`config.mk`:
```
export PLATFORM = sky130hd
export DESIGN_NAME = rca_aligner
export DESIGN_NICKNAME = d
export VERILOG_FILES = /design/src/core/rca_matcher.v /design/src/core/rca_shifter.v /design/src/core/rca_aligner.v
export VERILOG_INCLUDE_DIRS = /design/src /design/src/core
export SDC_FILE = /design/constraint.sdc
export NUM_CORES = 1
export LEC_CHECK = 0
export ABC_AREA = 1
export BUFFER_PORTS_ARGS = -buffer_cell sky130_fd_sc_hd__buf_2
export CAP_MARGIN = 20
export CORE_MARGIN = 8
export CORE_UTILIZATION = 62
export CTS_CLUSTER_DIAMETER = 80
export DETAILED_ROUTE_END_ITERATION = 12
export PLACE_DENSITY = 0.83
export SETUP_SLACK_MARGIN = 0.15
export SLEW_MARGIN = 20
export SYNTH_ARGS = -nofsm -noshare
export SYNTH_HDL_FRONTEND = slang
export SYNTH_SLANG_ARGS = --single-unit
```
`constraint.sdc`:
```
create_clock -name I_CLK -period 3.6 [get_ports I_CLK]
set_input_delay 0.72 -clock I_CLK [delete_from_list [all_inputs] [get_ports I_CLK]]
set_output_delay 0.72 -clock I_CLK [all_outputs]
set_load 0.03 [all_outputs]
```
`src/core/rca_map.vh`:
```
// Constants for the receive comma aligner: register offsets, field
// positions, reset values and pipeline figures.
// Assumes inclusion by bare name from the aligner design files.
`ifndef RCA_MAP_VH
`define RCA_MAP_VH

// ----------------------------------------------------------------------
// Register byte offsets
// ----------------------------------------------------------------------
`define RCA_OFS_CFG          12'h000
`define RCA_OFS_MINUS_PAT    12'h004
`define RCA_OFS_PLUS_PAT     12'h008
`define RCA_OFS_MASK         12'h00C
`define RCA_OFS_STATUS       12'h010
`define RCA_OFS_COUNT        12'h014

// ----------------------------------------------------------------------
// Configuration fields
// ----------------------------------------------------------------------
`define RCA_CFG_PLUS_ATTR    0
`define RCA_CFG_MINUS_ATTR   1
`define RCA_CFG_PLUS_RAISE   2
`define RCA_CFG_MINUS_RAISE  3
`define RCA_CFG_PAIRED       4
`define RCA_CFG_WIDTH        5
`define RCA_CFG_RESET        5'h0f

// ----------------------------------------------------------------------
// Status fields
// ----------------------------------------------------------------------
`define RCA_STAT_ALIGNED     8

// ----------------------------------------------------------------------
// Reset values of the comma patterns and match mask
// ----------------------------------------------------------------------
`define RCA_MINUS_PAT_RESET  10'h283
`define RCA_PLUS_PAT_RESET   10'h17c
`define RCA_MASK_RESET       10'h3ff

// ----------------------------------------------------------------------
// Datapath figures
// ----------------------------------------------------------------------
`define RCA_PATH_WIDTH       10
`define RCA_PIPE_DEPTH       3
`define RCA_SLIP_LOW_MIN     2

`endif

```
`src/core/rca_matcher.v`:
```
// Comma matcher: compares every candidate bit offset of the history
// window against the masked plus and minus patterns.
// Assumes the window holds three words, oldest bit at index 0.
`timescale 1ns/1ps
`default_nettype none

module rca_matcher #(
    parameter W = 10
) (
    input  wire [3*W-1:0] i_hist,
    input  wire [W-1:0]   i_plus_pat,
    input  wire [W-1:0]   i_minus_pat,
    input  wire [W-1:0]   i_mask,
    input  wire           i_paired,
    output wire [W-1:0]   o_plus_hit,
    output wire [W-1:0]   o_minus_hit
);

    // Mask bit at 0 makes that pattern bit a don't-care
    function mcmp;
        input [W-1:0] data;
        input [W-1:0] pat;
        input [W-1:0] mask;
        begin
            mcmp = (((data ^ pat) & mask) == {W{1'b0}});
        end
    endfunction

    genvar k;
    generate
        for (k = 0; k < W; k = k + 1) begin : g_ofs
            wire plus_here  = mcmp(i_hist[k +: W], i_plus_pat, i_mask);
            wire minus_here = mcmp(i_hist[k +: W], i_minus_pat, i_mask);
            wire minus_next = mcmp(i_hist[k+W +: W], i_minus_pat, i_mask);
            wire pair_here  = plus_here & minus_next;
            // Paired mode: plus then minus straight after, anchored on the plus
            assign o_plus_hit[k]  = i_paired ? pair_here : plus_here;
            assign o_minus_hit[k] = i_paired ? pair_here : minus_here;
        end
    endgenerate

endmodule // rca_matcher

`default_nettype wire

```
`src/core/rca_shifter.v`:
```
// Aligned-data pipeline: delays the raw window and extracts one word
// at the chosen bit offset into an output register.
// Assumes the offset is already below W.
`timescale 1ns/1ps
`default_nettype none

module rca_shifter #(
    parameter W   = 10,
    parameter OW  = 4,
    parameter DLY = 3
) (
    input  wire           i_clk,
    input  wire           i_arst_n,
    input  wire [2*W-1:0] i_win,
    input  wire [OW-1:0]  i_ofs,
    output reg  [W-1:0]   o_data
);

    reg [2*W-1:0] stage [0:DLY-1];
    integer i;

    // Delay gives the comma-seen flag a lead over the word itself
    always @(posedge i_clk or negedge i_arst_n) begin
        if (!i_arst_n) begin
            for (i = 0; i < DLY; i = i + 1) begin
                stage[i] <= {2*W{1'b0}};
            end
            o_data <= {W{1'b0}};
        end else begin
            stage[0] <= i_win;
            for (i = 1; i < DLY; i = i + 1) begin
                stage[i] <= stage[i-1];
            end
            o_data <= stage[DLY-1][i_ofs +: W];
        end
    end

endmodule // rca_shifter

`default_nettype wire

```
`src/core/rca_aligner.v`:
```
// Receive comma aligner: finds plus and minus commas in the incoming
// deserialised stream and moves the byte boundary onto them.
// Assumes one raw word per I_CLK, oldest bit in bit 0, inputs synchronous.
//
// Overview of operation
// - Byte-aligned flag is 1 when aligned to a comma boundary, else 0.
// - Aligned data appears several cycles after the byte-aligned flag rises.
// - With plus alignment attribute true, flag follows plus-comma alignment.
// - With minus alignment attribute true, flag follows minus-comma alignment.
// - Realign flag is 1 when comma detection moves the boundary, else 0.
// - Realignment may drop bits, so nearby data may hold errors.
// - Comma-seen is 1 when a comma is detected, 0 otherwise.
// - Comma-seen leads the comma on the output by several cycles.
// - Bypass adds one register of latency; the bypass path is shorter.
// - Minus align enable high lets minus commas realign; low ignores them.
// - Plus align enable high lets plus commas realign; low ignores them.
// - Slip request shifts the boundary by exactly one bit.
// - One slip per assertion that follows at least two low cycles, however long it is held.
// - While slip request is high, it overrides comma alignment.
// - Minus and plus patterns are 10-bit settings with fixed defaults.
// - A 10-bit mask picks pattern bits that must match.
// - Per-polarity settings decide comma-seen raising, not alignment.
// - Paired mode needs a plus comma immediately followed by minus.
`timescale 1ns/1ps
`default_nettype none
`include "rca_map.vh"

module rca_aligner #(
    parameter W   = `RCA_PATH_WIDTH,
    parameter DLY = `RCA_PIPE_DEPTH
) (
    input  wire          I_CLK,
    input  wire          I_ARST_N,
    // APB slave
    input  wire          PSEL,
    input  wire          PENABLE,
    input  wire          PWRITE,
    input  wire [11:0]   PADDR,
    input  wire [31:0]   PWDATA,
    output reg  [31:0]   PRDATA,
    output wire          PREADY,
    output wire          PSLVERR,
    // Fabric-side controls
    input  wire          I_ALIGN_BLOCK_USE,
    input  wire          I_MINUS_ALIGN_ENABLE,
    input  wire          I_PLUS_ALIGN_ENABLE,
    input  wire          I_SLIP_REQUEST,
    // Stream
    input  wire [W-1:0]  I_RX_DATA,
    output reg  [W-1:0]  O_RX_DATA,
    output reg           O_BYTE_ALIGNED_FLAG,
    output reg           O_REALIGN_FLAG,
    output reg           O_COMMA_SEEN
);

    localparam OW = (W > 1) ? $clog2(W) : 1;
    localparam [OW-1:0] OFS_LAST = W - 1;

    // ------------------------------------------------------------------
    // Configuration registers and event counters
    // ------------------------------------------------------------------
    reg [`RCA_CFG_WIDTH-1:0] cfg;
    reg [W-1:0]              minus_pattern;
    reg [W-1:0]              plus_pattern;
    reg [W-1:0]              comma_match_mask;
    reg [15:0]               comma_count;
    reg [15:0]               realign_count;

    wire plus_align_attr    = cfg[`RCA_CFG_PLUS_ATTR];
    wire minus_align_attr   = cfg[`RCA_CFG_MINUS_ATTR];
    wire plus_detect_raise  = cfg[`RCA_CFG_PLUS_RAISE];
    wire minus_detect_raise = cfg[`RCA_CFG_MINUS_RAISE];
    wire paired_mode        = cfg[`RCA_CFG_PAIRED];

    // ------------------------------------------------------------------
    // APB decode
    // ------------------------------------------------------------------
    wire access = PSEL & PENABLE;
    wire wr     = access & PWRITE;
    reg  mapped;

    always @* begin
        case (PADDR)
            `RCA_OFS_CFG, `RCA_OFS_MINUS_PAT, `RCA_OFS_PLUS_PAT,
            `RCA_OFS_MASK, `RCA_OFS_STATUS, `RCA_OFS_COUNT: begin
                mapped = 1'b1;
            end
            default: begin
                mapped = 1'b0;
            end
        endcase
    end

    // Every access completes in its first access cycle
    assign PREADY  = 1'b1;
    assign PSLVERR = access & ~mapped;

    // ------------------------------------------------------------------
    // Raw history window: current word on top, two older words below
    // ------------------------------------------------------------------
    reg  [W-1:0]   word_prev;
    reg  [W-1:0]   word_old;
    wire [3*W-1:0] hist = {I_RX_DATA, word_prev, word_old};

    always @(posedge I_CLK or negedge I_ARST_N) begin
        if (!I_ARST_N) begin
            word_prev <= {W{1'b0}};
            word_old  <= {W{1'b0}};
        end else begin
            word_prev <= I_RX_DATA;
            word_old  <= word_prev;
        end
    end

    wire [W-1:0] plus_hit;
    wire [W-1:0] minus_hit;

    rca_matcher #(
        .W (W)
    ) u_matcher (
        .i_hist      (hist),
        .i_plus_pat  (plus_pattern),
        .i_minus_pat (minus_pattern),
        .i_mask      (comma_match_mask),
        .i_paired    (paired_mode),
        .o_plus_hit  (plus_hit),
        .o_minus_hit (minus_hit)
    );

    // ------------------------------------------------------------------
    // Candidate selection
    // ------------------------------------------------------------------
    // Only hits of an enabled polarity may move the boundary
    wire [W-1:0] align_cand = (plus_hit & {W{I_PLUS_ALIGN_ENABLE}})
                            | (minus_hit & {W{I_MINUS_ALIGN_ENABLE}});
    // Hits that also count toward the byte-aligned flag
    wire [W-1:0] flag_cand = (plus_hit & {W{I_PLUS_ALIGN_ENABLE & plus_align_attr}})
                           | (minus_hit & {W{I_MINUS_ALIGN_ENABLE & minus_align_attr}});

    reg [OW-1:0] pick;
    reg          pick_flag;
    integer      j;

    // Lowest offset wins, being the earliest comma in the stream
    always @* begin
        pick      = {OW{1'b0}};
        pick_flag = 1'b0;
        for (j = W - 1; j >= 0; j = j - 1) begin
            if (align_cand[j]) begin
                pick      = j[OW-1:0];
                pick_flag = flag_cand[j];
            end
        end
    end

    // ------------------------------------------------------------------
    // Slip request edge handling
    // ------------------------------------------------------------------
    reg       slip_prev;
    reg [1:0] slip_low_cnt;

    wire slip_rise = I_SLIP_REQUEST & ~slip_prev
                   & (slip_low_cnt >= `RCA_SLIP_LOW_MIN);

    always @(posedge I_CLK or negedge I_ARST_N) begin
        if (!I_ARST_N) begin
            slip_prev    <= 1'b0;
            slip_low_cnt <= 2'd`RCA_SLIP_LOW_MIN;
        end else begin
            slip_prev <= I_SLIP_REQUEST;
            if (I_SLIP_REQUEST) begin
                slip_low_cnt <= 2'd0;
            end else if (slip_low_cnt < `RCA_SLIP_LOW_MIN) begin
                slip_low_cnt <= slip_low_cnt + 2'd1;
            end
        end
    end

    // ------------------------------------------------------------------
    // Boundary state and status flags
    // ------------------------------------------------------------------
    reg  [OW-1:0] ofs;
    reg  [OW-1:0] next_ofs;
    reg           next_aligned;
    reg           next_realign;
    wire          auto_ok   = I_ALIGN_BLOCK_USE & ~I_SLIP_REQUEST;
    wire          any_seen  = (|(plus_hit & {W{plus_detect_raise}}))
                            | (|(minus_hit & {W{minus_detect_raise}}));

    always @* begin
        next_ofs     = ofs;
        next_aligned = O_BYTE_ALIGNED_FLAG;
        next_realign = 1'b0;
        if (!I_ALIGN_BLOCK_USE) begin
            next_aligned = 1'b0;
        end else if (slip_rise) begin
            // Manual slip moves exactly one bit and loses comma lock
            next_ofs     = (ofs == OFS_LAST) ? {OW{1'b0}} : ofs + 1'b1;
            next_aligned = 1'b0;
        end else if (auto_ok && (|align_cand)) begin
            next_ofs = pick;
            // Dropped bits here can show as code or disparity errors downstream
            next_realign = (pick != ofs);
            if (pick_flag) begin
                next_aligned = 1'b1;
            end else if (pick != ofs) begin
                next_aligned = 1'b0;
            end
        end
    end

    always @(posedge I_CLK or negedge I_ARST_N) begin
        if (!I_ARST_N) begin
            ofs                 <= {OW{1'b0}};
            O_BYTE_ALIGNED_FLAG <= 1'b0;
            O_REALIGN_FLAG      <= 1'b0;
            O_COMMA_SEEN        <= 1'b0;
            comma_count         <= 16'h0000;
            realign_count       <= 16'h0000;
        end else begin
            ofs                 <= next_ofs;
            O_BYTE_ALIGNED_FLAG <= next_aligned;
            O_REALIGN_FLAG      <= next_realign;
            O_COMMA_SEEN        <= I_ALIGN_BLOCK_USE & any_seen;
            if (I_ALIGN_BLOCK_USE && any_seen) begin
                comma_count <= comma_count + 16'h0001;
            end
            if (next_realign) begin
                realign_count <= realign_count + 16'h0001;
            end
        end
    end

    // ------------------------------------------------------------------
    // Data paths
    // ------------------------------------------------------------------
    wire [W-1:0] aligned_word;

    rca_shifter #(
        .W   (W),
        .OW  (OW),
        .DLY (DLY)
    ) u_shifter (
        .i_clk    (I_CLK),
        .i_arst_n (I_ARST_N),
        .i_win    (hist[2*W-1:0]),
        .i_ofs    (ofs),
        .o_data   (aligned_word)
    );

    // Bypass takes the raw word after one register, skipping the pipeline
    always @(posedge I_CLK or negedge I_ARST_N) begin
        if (!I_ARST_N) begin
            O_RX_DATA <= {W{1'b0}};
        end else if (I_ALIGN_BLOCK_USE) begin
            O_RX_DATA <= aligned_word;
        end else begin
            O_RX_DATA <= I_RX_DATA;
        end
    end

    // ------------------------------------------------------------------
    // Register writes and reads
    // ------------------------------------------------------------------
    always @(posedge I_CLK or negedge I_ARST_N) begin
        if (!I_ARST_N) begin
            cfg              <= `RCA_CFG_RESET;
            minus_pattern    <= `RCA_MINUS_PAT_RESET;
            plus_pattern     <= `RCA_PLUS_PAT_RESET;
            comma_match_mask <= `RCA_MASK_RESET;
        end else if (wr) begin
            case (PADDR)
                `RCA_OFS_CFG: begin
                    cfg <= PWDATA[`RCA_CFG_WIDTH-1:0];
                end
                `RCA_OFS_MINUS_PAT: begin
                    minus_pattern <= PWDATA[W-1:0];
                end
                `RCA_OFS_PLUS_PAT: begin
                    plus_pattern <= PWDATA[W-1:0];
                end
                `RCA_OFS_MASK: begin
                    comma_match_mask <= PWDATA[W-1:0];
                end
                default: begin
                end
            endcase
        end
    end

    always @* begin
        PRDATA = 32'h0000_0000;
        if (PSEL && !PWRITE) begin
            case (PADDR)
                `RCA_OFS_CFG: begin
                    PRDATA[`RCA_CFG_WIDTH-1:0] = cfg;
                end
                `RCA_OFS_MINUS_PAT: begin
                    PRDATA[W-1:0] = minus_pattern;
                end
                `RCA_OFS_PLUS_PAT: begin
                    PRDATA[W-1:0] = plus_pattern;
                end
                `RCA_OFS_MASK: begin
                    PRDATA[W-1:0] = comma_match_mask;
                end
                `RCA_OFS_STATUS: begin
                    PRDATA[OW-1:0]          = ofs;
                    PRDATA[`RCA_STAT_ALIGNED] = O_BYTE_ALIGNED_FLAG;
                end
                `RCA_OFS_COUNT: begin
                    PRDATA = {realign_count, comma_count};
                end
                default: begin
                    PRDATA = 32'h0000_0000;
                end
            endcase
        end
    end

endmodule // rca_aligner

`default_nettype wire

```
* Word-level counts from Yosys, hierarchy flattened *
Cells that the tools add are included.

storage, ports and cells
  register bits after elaboration = 177
  bits of input ports = 63
  word-level logic and storage cells = 235

cells by class
  add/sub/neg operators = 4
  $lt $le $gt $ge = 2
  equal/unequal tests = 9
  shift-type cells = 1
  muxes and demuxes = 62
  bitwise gates (word level) = 91
  reduce and logical (&&, ||, !) cells = 47

operator list
  kind                     number
  $and A10 B10 Y10         36
  $logic_not A10 Y1        30
  $xor A10 B10 Y10         30
  $mux W4                  13
  $mux W1                  39
  $add A16 B1 Y16 const B  2
  $mux W32                 1
  $reduce_or A10 Y1        3
  $eq A12 B4 Y1 const B    2
  $eq A12 B5 Y1 const B    2
  $pmux W4 S6              1
  $mux W22                 1
  $or A10 B10 Y10          2
  $shiftx A20 B5 Y10       1
  $and A1 B1 Y1            19
  $eq A12 B3 Y1 const B    1
  $logic_not A12 Y1        1
  $pmux W3 S4              1
  $reduce_and A2 Y1        6
  $mux W10                 1
  $pmux W1 S5              2
  $reduce_or A6 Y1         1
  $add A4 B1 Y4 const B    1
  $eq A4 B4 Y1 const B     1
  13 further kinds         19

* Depth between registers and ports, before layout *
Gate-level depths: netlist of the first run.

  depth in word-level cells = 23
  mapped depth = 27
  depth with buffers taken out = 25

* Cells and area by module *
From an unflattened synthesis of the first run, not the netlist that was laid out.

unflattened totals
  cell total of the unflattened synthesis = 2366
  area, all modules = 14300.0 um2

modules (own cells, without submodules)
  module       instances  cells an instance  area an instance (um2)
  rca_matcher  1          1386               6059.6
  rca_aligner  1          739                5719.2
  rca_shifter  1          241                2521.2

* Least setup slack after synthesis of the first run *
Ideal clock, no wire load.

  kind = input to output
  start = input port PADDR[9]
  end = output port PRDATA[24]
  arrival time = 2.892 ns
  setup slack = -0.012 ns
  cell stages on the path = 6
  buffers on the path = 1
  cell sequence = nor4_1 > inv_1 > nor3_1 > clkinv_1 > clkbuf_1 > nor3_1

on the way
  longest elaborated chain between the ends = 3

RTL lines
  element             RTL line           RTL
  start: declaration  rca_aligner.v:38   input wire [11:0] PADDR,
  $eq A12 B5 Y1       rca_aligner.v:294  case (PADDR)
  $mux W22            rca_aligner.v:294
  $mux W32            rca_aligner.v:293  if (PSEL && !PWRITE) begin
  end: declaration    rca_aligner.v:40   output reg [31:0] PRDATA,

No other way between the ends.

* Final worst setup path of the first run *
  start = input port PADDR[5]
  end = output port PRDATA[2]

on the way
  longest elaborated chain between the ends = 3
  elaborated cells between the ends (all ways) = 8

RTL lines
  element                                      RTL line
  $eq A12 B5 Y1, or another cell as far along  rca_aligner.v:294
  $pmux W4 S6 *                                rca_aligner.v:294
  $mux W32 *                                   rca_aligner.v:293

Mark *: on every way between the ends. The rest lies on a longest branch, timed or not.

==> impl_metrics.py, run 1 <==
metrics = {
    "cts": {
        "clock_sinks": 147,
        "cts_root_buf": "clkbuf_16",
        "cts.htree.levels": 4,
        "clkLatencyLatePin_ns": 0.45,
        "numCtsBuffers": 17,
        "clk_path_buf_depth": 2,
        "tritoncts": "built",
        "post-cts-setup-buffer-count": 0,
        "path_clk_slew_ns": 0.07,
    },
    "sta": {
        "fin_skew_ns": 0.0224,
        "hold_violations": 0,
        "slew_violations": 0,
        "worst_pin_slew_ns": 0.931,
        "period_share": 0.939,
        "relSlewSlack": 0.378,
        "whs_ns": 0.227,
        "rsz0062_at_grt": "true",
        "fmax_ghz": 0.296,
        "finalCriticalPeriod_ns": 3.38,
        "setup_violations": 0,
    },
    "die": {
        "die_w_um": 161,
        "start_util": 0.628,
        "pin_count": 110,
        "fp-row-count": 53,
        "dieArea_mm2": 0.0261,
        "core_mm2": 0.0209,
        "die_h_um": 161,
    },
    "setup_path": {
        "r2r_start": "comma_match_mask[2]$_DFFE_PN1P_",
        "crit_slowest_cell": "nor4_2",
        "crit_chain": "buf_2 > nor4_2 > inv_1 > nor2_1 > nand2_1 > o22ai_1 > a2111oi_0 > nor2_1 > buf_2",
        "crit_arrival_ns": 2.66,
        "r2r_cells": 20,
        "required_ns": 2.88,
        "worst_path_largest_cell_delay_ns": 0.38,
        "cp-start-kind": "input pin",
        "crit_type": "in -> out",
        "reg2reg_to": "realign_count[12]$_DFFE_PN0P_",
        "r2r_setup_slack_ns": 0.33,
        "end_kind": "primary output",
        "crit_path_max_fanout": 7,
    },
    "min_path": {
        "holdCritPathClass": "in -> async",
    },
    "logic_synthesis": {
        "synthFlopType": "dfrtp_1",
        "netlist_instances": 2158,
        "yosysUniqueCellTypes": 52,
        "ys.warnings.count": 0,
        "ys_seq_elements": 147,
        "async_flop_share": 1.00,
        "synth_fp_nets": 2224,
        "synth_area_per_cell_um2": 6.08,
        "netlist_area_mm2": 0.0131,
        "synth-edff-count": 0,
        "ys_seq_area_frac": 0.283,
    },
    "cells_and_area": {
        "fin_cells": 2453,
        "largestRegisters": "u_shifter.stage (39), comma_count (16), realign_count (16)",
        "post-route-cell-area_mm2": 0.0141,
        "n_fill_cell": 1934,
        "regMostFlops": "u_shifter.stage",
        "n_antenna_cell": 0,
        "area_growth_pct": 7.48,
        "largest_reg_flops": 39,
        "final_layout_size_suffix_gt1_frac": 0.143,
        "fin_nets": 2231,
    },
    "placed_design": {
        "gp_congestion": 1.01,
        "port_buffers": 86,
        "dp_cells": 2421,
        "hpwl_mm": 34.5,
        "place_area_mm2": 0.0134,
    },
    "drt": {
        "drt_pass1_iterations": 6,
        "ant_nets": 0,
        "drt-total-wl_mm": 49.2,
        "via_per_inst": 6.23,
        "drt_iter0_drc": 2080,
        "drcViolationCount": 0,
        "drt-wirelength-per-cell_um": 20.1,
        "vias": 15291,
    },
    "power": {
        "power.total_mw": 4.72,
        "leakage_nw": 6.81,
        "swShare": 0.343,
        "p_seq_frac": 0.407,
        "p_per_area_mw_per_mm2": 335,
        "pwr-share-comb": 0.192,
        "p_sw_mw": 1.62,
        "p_int_mw": 3.11,
        "peakVddDrop_v": 0.000303,
        "p_clk_frac": 0.401,
    },
    "global_route": {
        "grt_pass1_vias": 13983,
        "grt_remaining_overflow": 0,
        "antenna_found_initial": 0,
        "grt_pass1_wl_mm": 77.5,
        "grt_max_degree": 66,
        "track_usage": 0.375,
    },
    "job": {
        "max-cap-violations": 0,
    },
    "outcome": {
        "status": "finished clean",
    },
}
synth_stat cells (7+ instances only):
master | count | area [um^2]
o22ai_1 | 13 | 81.3
nor4_1 | 8 | 50.1
dfrtp_1 | 122 | 3050
nor2_1 | 160 | 601
nand3_1 | 234 | 1170
o21ai_0 | 158 | 791
nand2_1 | 757 | 2840
and2_1 | 7 | 43.8
nand4_1 | 25 | 156
xor2_1 | 30 | 263
dfstp_2 | 25 | 657
nor3_1 | 44 | 220
buf_4 | 32 | 240
inv_1 | 105 | 394
clkbuf_1 | 31 | 116
buf_6 | 24 | 270
o21ai_1 | 29 | 145
inv_2 | 41 | 154
nand2_2 | 17 | 106
nor2_2 | 10 | 62.6
a21oi_1 | 136 | 681
buf_2 | 75 | 375
a31oi_1 | 7 | 43.8
a221oi_1 | 7 | 61.3
cell families after synthesis:
logic type / count (synthesis) / synth area share
other: 1 / 0.000286
AOI/OAI and AO/OA: 380 / 0.157
adders and majority gates: 3 / 0.00286
xor gates and xnor gates: 32 / 0.0214
buffers and inverters: 314 / 0.121
and+or+nand+nor: 1278 / 0.412
muxes: 3 / 0.00229
DFF: 147 / 0.283
through the flow:
step / setup WS (ns) / utilization / TNS (ns)
detailed placement: 0.211 / 0.644 / 0
CTS: 0.197 / 0.672 / 0
global placement: 0.213 / 0.644 / 0
floorplan: -0.0122 / - / -0.183
global route: 0.112 / 0.675 / 0
finish: 0.221 / 0.675 / 0
area by class of cell:
type,instances,area [um^2],share of cell area
multi-input combinational,1697,7870,0.558
sequential,147,3730,0.264
timing repair buffer,151,987,0.0700
inverter,151,574,0.0407
clock buffer,20,467,0.0331
tap,275,344,0.0244
clock inverter,12,135,0.00958
layer usage:
metal / share of wire / up-vias / track usage / routed length, um
li1: - / 7042 / - / -
met1: 0.38 / 6916 / 0.477 / 18600
met2: 0.43 / 1106 / 0.572 / 21400
met3: 0.13 / 227 / 0.0998 / 6470
met4: 0.056 / 0 / 0.203 / 2770
met5: 0 / - / 0 / 0
worst max-delay path: cells and delay by family:
| kind | cells | cell delay [ns] |
|---|---|---|
| and+or+nand+nor | 4 | 1.06 |
| AOI/OAI and AO/OA | 2 | 0.42 |
| buffers and inverters | 3 | 0.45 |
cells in the final DEF, fill, tap and decap left out, types with 7 or more instances in the layout:
cell | Yosys | routed
inv_1 | 105 | 103
o22ai_1 | 13 | 13
clkbuf_16 | 0 | 17
dfrtp_1 | 122 | 116
inv_2 | 41 | 41
nor3_1 | 44 | 43
dfstp_2 | 25 | 22
o21ai_1 | 29 | 28
o21ai_0 | 158 | 158
nand2_2 | 17 | 17
nand2_1 | 757 | 757
nor2_2 | 10 | 13
a21oi_1 | 136 | 136
and2_1 | 7 | 7
buf_4 | 32 | 60
nor2_1 | 160 | 157
xor2_1 | 30 | 30
nand3_1 | 234 | 233
a221oi_1 | 7 | 7
buf_2 | 75 | 85
nor4_1 | 8 | 7
nand4_1 | 25 | 25
power groups by stage:
| stage | Combinational (mW) | Clock (mW) | Sequential, mW |
|---|---|---|---|
| detailed placement | 0.881 | 0 | 1.95 |
| floorplan | 0.601 | 0 | 1.94 |
| global placement | 0.860 | 0 | 1.94 |
| global route | 1.01 | 1.96 | 1.94 |
| CTS | 0.891 | 1.90 | 1.92 |
| finish | 0.905 | 1.89 | 1.92 |
what timing repair did:
| item | CTS | global route |
|---|---|---|
| resized for setup | 0 | 22 |
| hold buffers | 0 | 0 |
| setup endpoints to repair | 0 | 33 |
worst max path at each step:
stage	from	depth (start not counted)	slack, ns	end
after global routing	PADDR[5]	9	0.11	PRDATA[4]
final	PADDR[5]	9	0.22	PRDATA[2]
after floorplan	PADDR[9]	6	-0.01	PRDATA[24]
after detailed placement	PADDR[9]	9	0.21	PRDATA[8]
after CTS	PADDR[9]	9	0.20	PRDATA[8]
after global placement	PADDR[9]	9	0.21	PRDATA[4]
Note: power is estimated with default switching activity, not from simulation.
==> inputs of run 2 (changes only) <==
CORE_UTILIZATION = 50   (was 62)
PLACE_DENSITY = 0.7   (was 0.83)
==> run 2 against run 1 <==
Global-route usage shrank 6.5 points; utilization shrank 13 points; sequential power about the same; worst hold slack better by 0.0092 ns; power about the same; clock skew decreased by 0.0068 ns; setup slack better by 0.064 ns; first-iteration DRC count decreased by 6.9%; largest cell class unchanged; non-clock buffer count is 5 higher; register-to-register slack better by 0.05 ns; die area rose by 22%.
==> impl_metrics.py, run 2 (same netlist as run 1, synthesis figures left out) <==
metrics = {
    "sta": {
        "rsz0062_at_grt": "true",
        "period_share": 0.921,
        "fmax_ghz": 0.302,
        "worst_pin_slew_ns": 0.892,
        "finalCriticalPeriod_ns": 3.31,
        "final.setup.worst_slack_ns": 0.285,
        "slew_violations": 0,
        "fin_skew_ns": 0.0156,
        "setup_violations": 0,
        "hold_violations": 0,
        "relSlewSlack": 0.405,
    },
    "global_route": {
        "track_usage": 0.310,
        "grt_max_degree": 59,
        "grt_remaining_overflow": 0,
        "grt_pass1_vias": 13696,
        "antenna_found_initial": 2,
        "grt_pass1_wl_mm": 76.9,
    },
    "cells_and_area": {
        "final_layout_size_suffix_gt1_frac": 0.143,
        "layout_commonest_cell": "nand2_1",
        "fin_cells": 2518,
        "area_growth_pct": 8.22,
        "layout_common_cells": "nand2_1 (757), nand3_1 (233), nor2_1 (159)",
        "n_antenna_cell": 0,
        "fin_nets": 2236,
        "largest_reg_flops": 39,
        "largestRegisters": "u_shifter.stage (39), comma_count (16), realign_count (16)",
        "regMostFlops": "u_shifter.stage",
        "post-route-cell-area_mm2": 0.0142,
    },
    "drt": {
        "drt-wirelength-per-cell_um": 19.5,
        "drt-total-wl_mm": 49.2,
        "drt_iter0_drc": 1936,
        "vias": 15021,
        "route.met3.wl_mm": 5.74,
        "wl_met1_mm": 19.6,
        "drt_pass1_iterations": 6,
        "drcViolationCount": 0,
        "via_per_inst": 5.97,
        "highest_layer": "met5",
        "met2_length_mm": 21.6,
        "ant_nets": 0,
    },
    "placed_design": {
        "port_buffers": 86,
        "gp_congestion": 1.00,
        "dp_cells": 2486,
        "pre_cts_ws_ns": 0.228,
        "hpwl_mm": 34.8,
        "place_area_mm2": 0.0136,
    },
    "cts": {
        "tritoncts": "built",
        "holdBufCountCts": 0,
        "post-cts-setup-buffer-count": 0,
        "clkLatencyLatePin_ns": 0.45,
        "cts_root_buf": "clkbuf_16",
        "clock_sinks": 147,
        "clk_path_buf_depth": 2,
        "numCtsBuffers": 17,
        "path_clk_slew_ns": 0.07,
        "cts.htree.levels": 4,
    },
    "die": {
        "dieArea_mm2": 0.0317,
        "core_mm2": 0.0259,
        "start_util": 0.506,
        "die_h_um": 178,
        "fp-row-count": 59,
        "pin_count": 110,
        "die_w_um": 178,
    },
    "power": {
        "power.total_mw": 4.72,
        "peakVddDrop_v": 0.000258,
        "p_per_area_mw_per_mm2": 333,
        "leakage_nw": 6.83,
    },
    "job": {
        "max-cap-violations": 0,
    },
    "setup_path": {
        "crit_path_frequent_cell": "buf_2",
        "crit_family": "simple AND/OR/NAND/NOR gates",
        "crit_path_max_fanout": 6,
        "cp-start-kind": "input pin",
        "crit_slowest_cell": "nor4_2",
        "end_kind": "primary output",
        "crit_type": "in -> out",
        "required_ns": 2.88,
        "crit_arrival_ns": 2.59,
        "worst-path-buf-inv": 4,
        "worst_path_largest_cell_delay_ns": 0.36,
        "crit_chain": "buf_2 > nor4_2 > inv_1 > nor3_1 > clkinv_1 > nand3_1 > o21ai_0 > a31oi_2 > buf_2",
    },
    "min_path": {
        "holdCritPathClass": "in -> async",
    },
    "outcome": {
        "status": "finished clean",
    },
}
run 2: cell types whose count changed in the layout (fill, tap and decap cells not counted), sizes merged:
| cell | delta |
|---|---|
| buf | +5 |
| clkbuf | -2 |
| clkinv | +1 |
| inv | +1 |
run 2: worst reg2reg max path, stage by stage (launching register included):
cell and delay (ns):
dfstp_2 0.76, inv_2 0.22, a21oi_1 0.15, o21ai_1 0.08
nand2_1 0.06, inv_1 0.04, nand4_1 0.22, nand2_1 0.08
nand2_1 0.11, nor2_1 0.06, a21oi_2 0.17, nand2_1 0.12
nor2_1 0.16, nand2_1 0.09, nand2_1 0.07, nand2_1 0.07
inv_2 0.05, nand2_2 0.05, nor2_4 0.09, nand3_4 0.09
buf_4 0.21, nand3_1 0.09, nand2_1 0.06
run 2: worst paths after layout:
check | start | to | slack (ns) | cells after the start
min in group I_CLK | u_shifter.stage[37]$_DFF_PN0_ | u_shifter.stage[17]$_DFF_PN0_ | 0.35 | 0
setup / recovery | PADDR[5] | PRDATA[4] | 0.29 | 9
setup reg to reg | comma_match_mask[3]$_DFFE_PN1P_ | realign_count[0]$_DFFE_PN0P_ | 0.38 | 22
hold / removal | I_ARST_N | u_shifter.o_data[1]$_DFF_PN0_ | 0.24 | 1
max in group asynchronous | I_ARST_N | comma_match_mask[0]$_DFFE_PN1P_ | 2.55 | 2
hold reg to reg | u_shifter.stage[37]$_DFF_PN0_ | u_shifter.stage[17]$_DFF_PN0_ | 0.35 | 0
run 2: stage by stage:
step | hold slack (ns) | utilization | setup TNS, ns
final | 0.236 | 0.548 | 0
after floorplan | 0.331 | - | -0.183
after detailed placement | 0.335 | 0.524 | 0
after global placement | 0.331 | 0.524 | 0
after CTS | 0.248 | 0.547 | 0
after global routing | 0.281 | 0.548 | 0
run 2: cell type report:
class,count,area [um^2]
Clock buffer,18,439
Fill cell,2609,11700
Inverter,151,571
Clock inverter,14,163
Tap cell,335,419
Sequential cell,147,3720
Multi-Input combinational cell,1697,7850
Timing Repair Buffer,156,1040
run 2: repair_timing:
item | in CTS | in global routing
resized for setup | 0 | 13
hold endpoints to repair | 0 | 0
setup endpoints to repair | 0 | 37
run 2: per-layer routing:
| layer | global-route usage | vias to the layer above |
|---|---|---|
| li1 | - | 7071 |
| met1 | 0.409 | 6826 |
| met5 | 0 | - |
| met3 | 0.0591 | 173 |
| met4 | 0.150 | 2 |
| met2 | 0.480 | 949 |
run 2: where the power goes:
| part | internal, mW | total [mW] | switching, mW |
|---|---|---|---|
| combinational | 0.273 | 0.888 | 0.615 |
| sequential | 1.79 | 1.94 | 0.148 |
| clock | 1.01 | 1.89 | 0.881 |
| total | 3.08 | 4.72 | 1.64 |
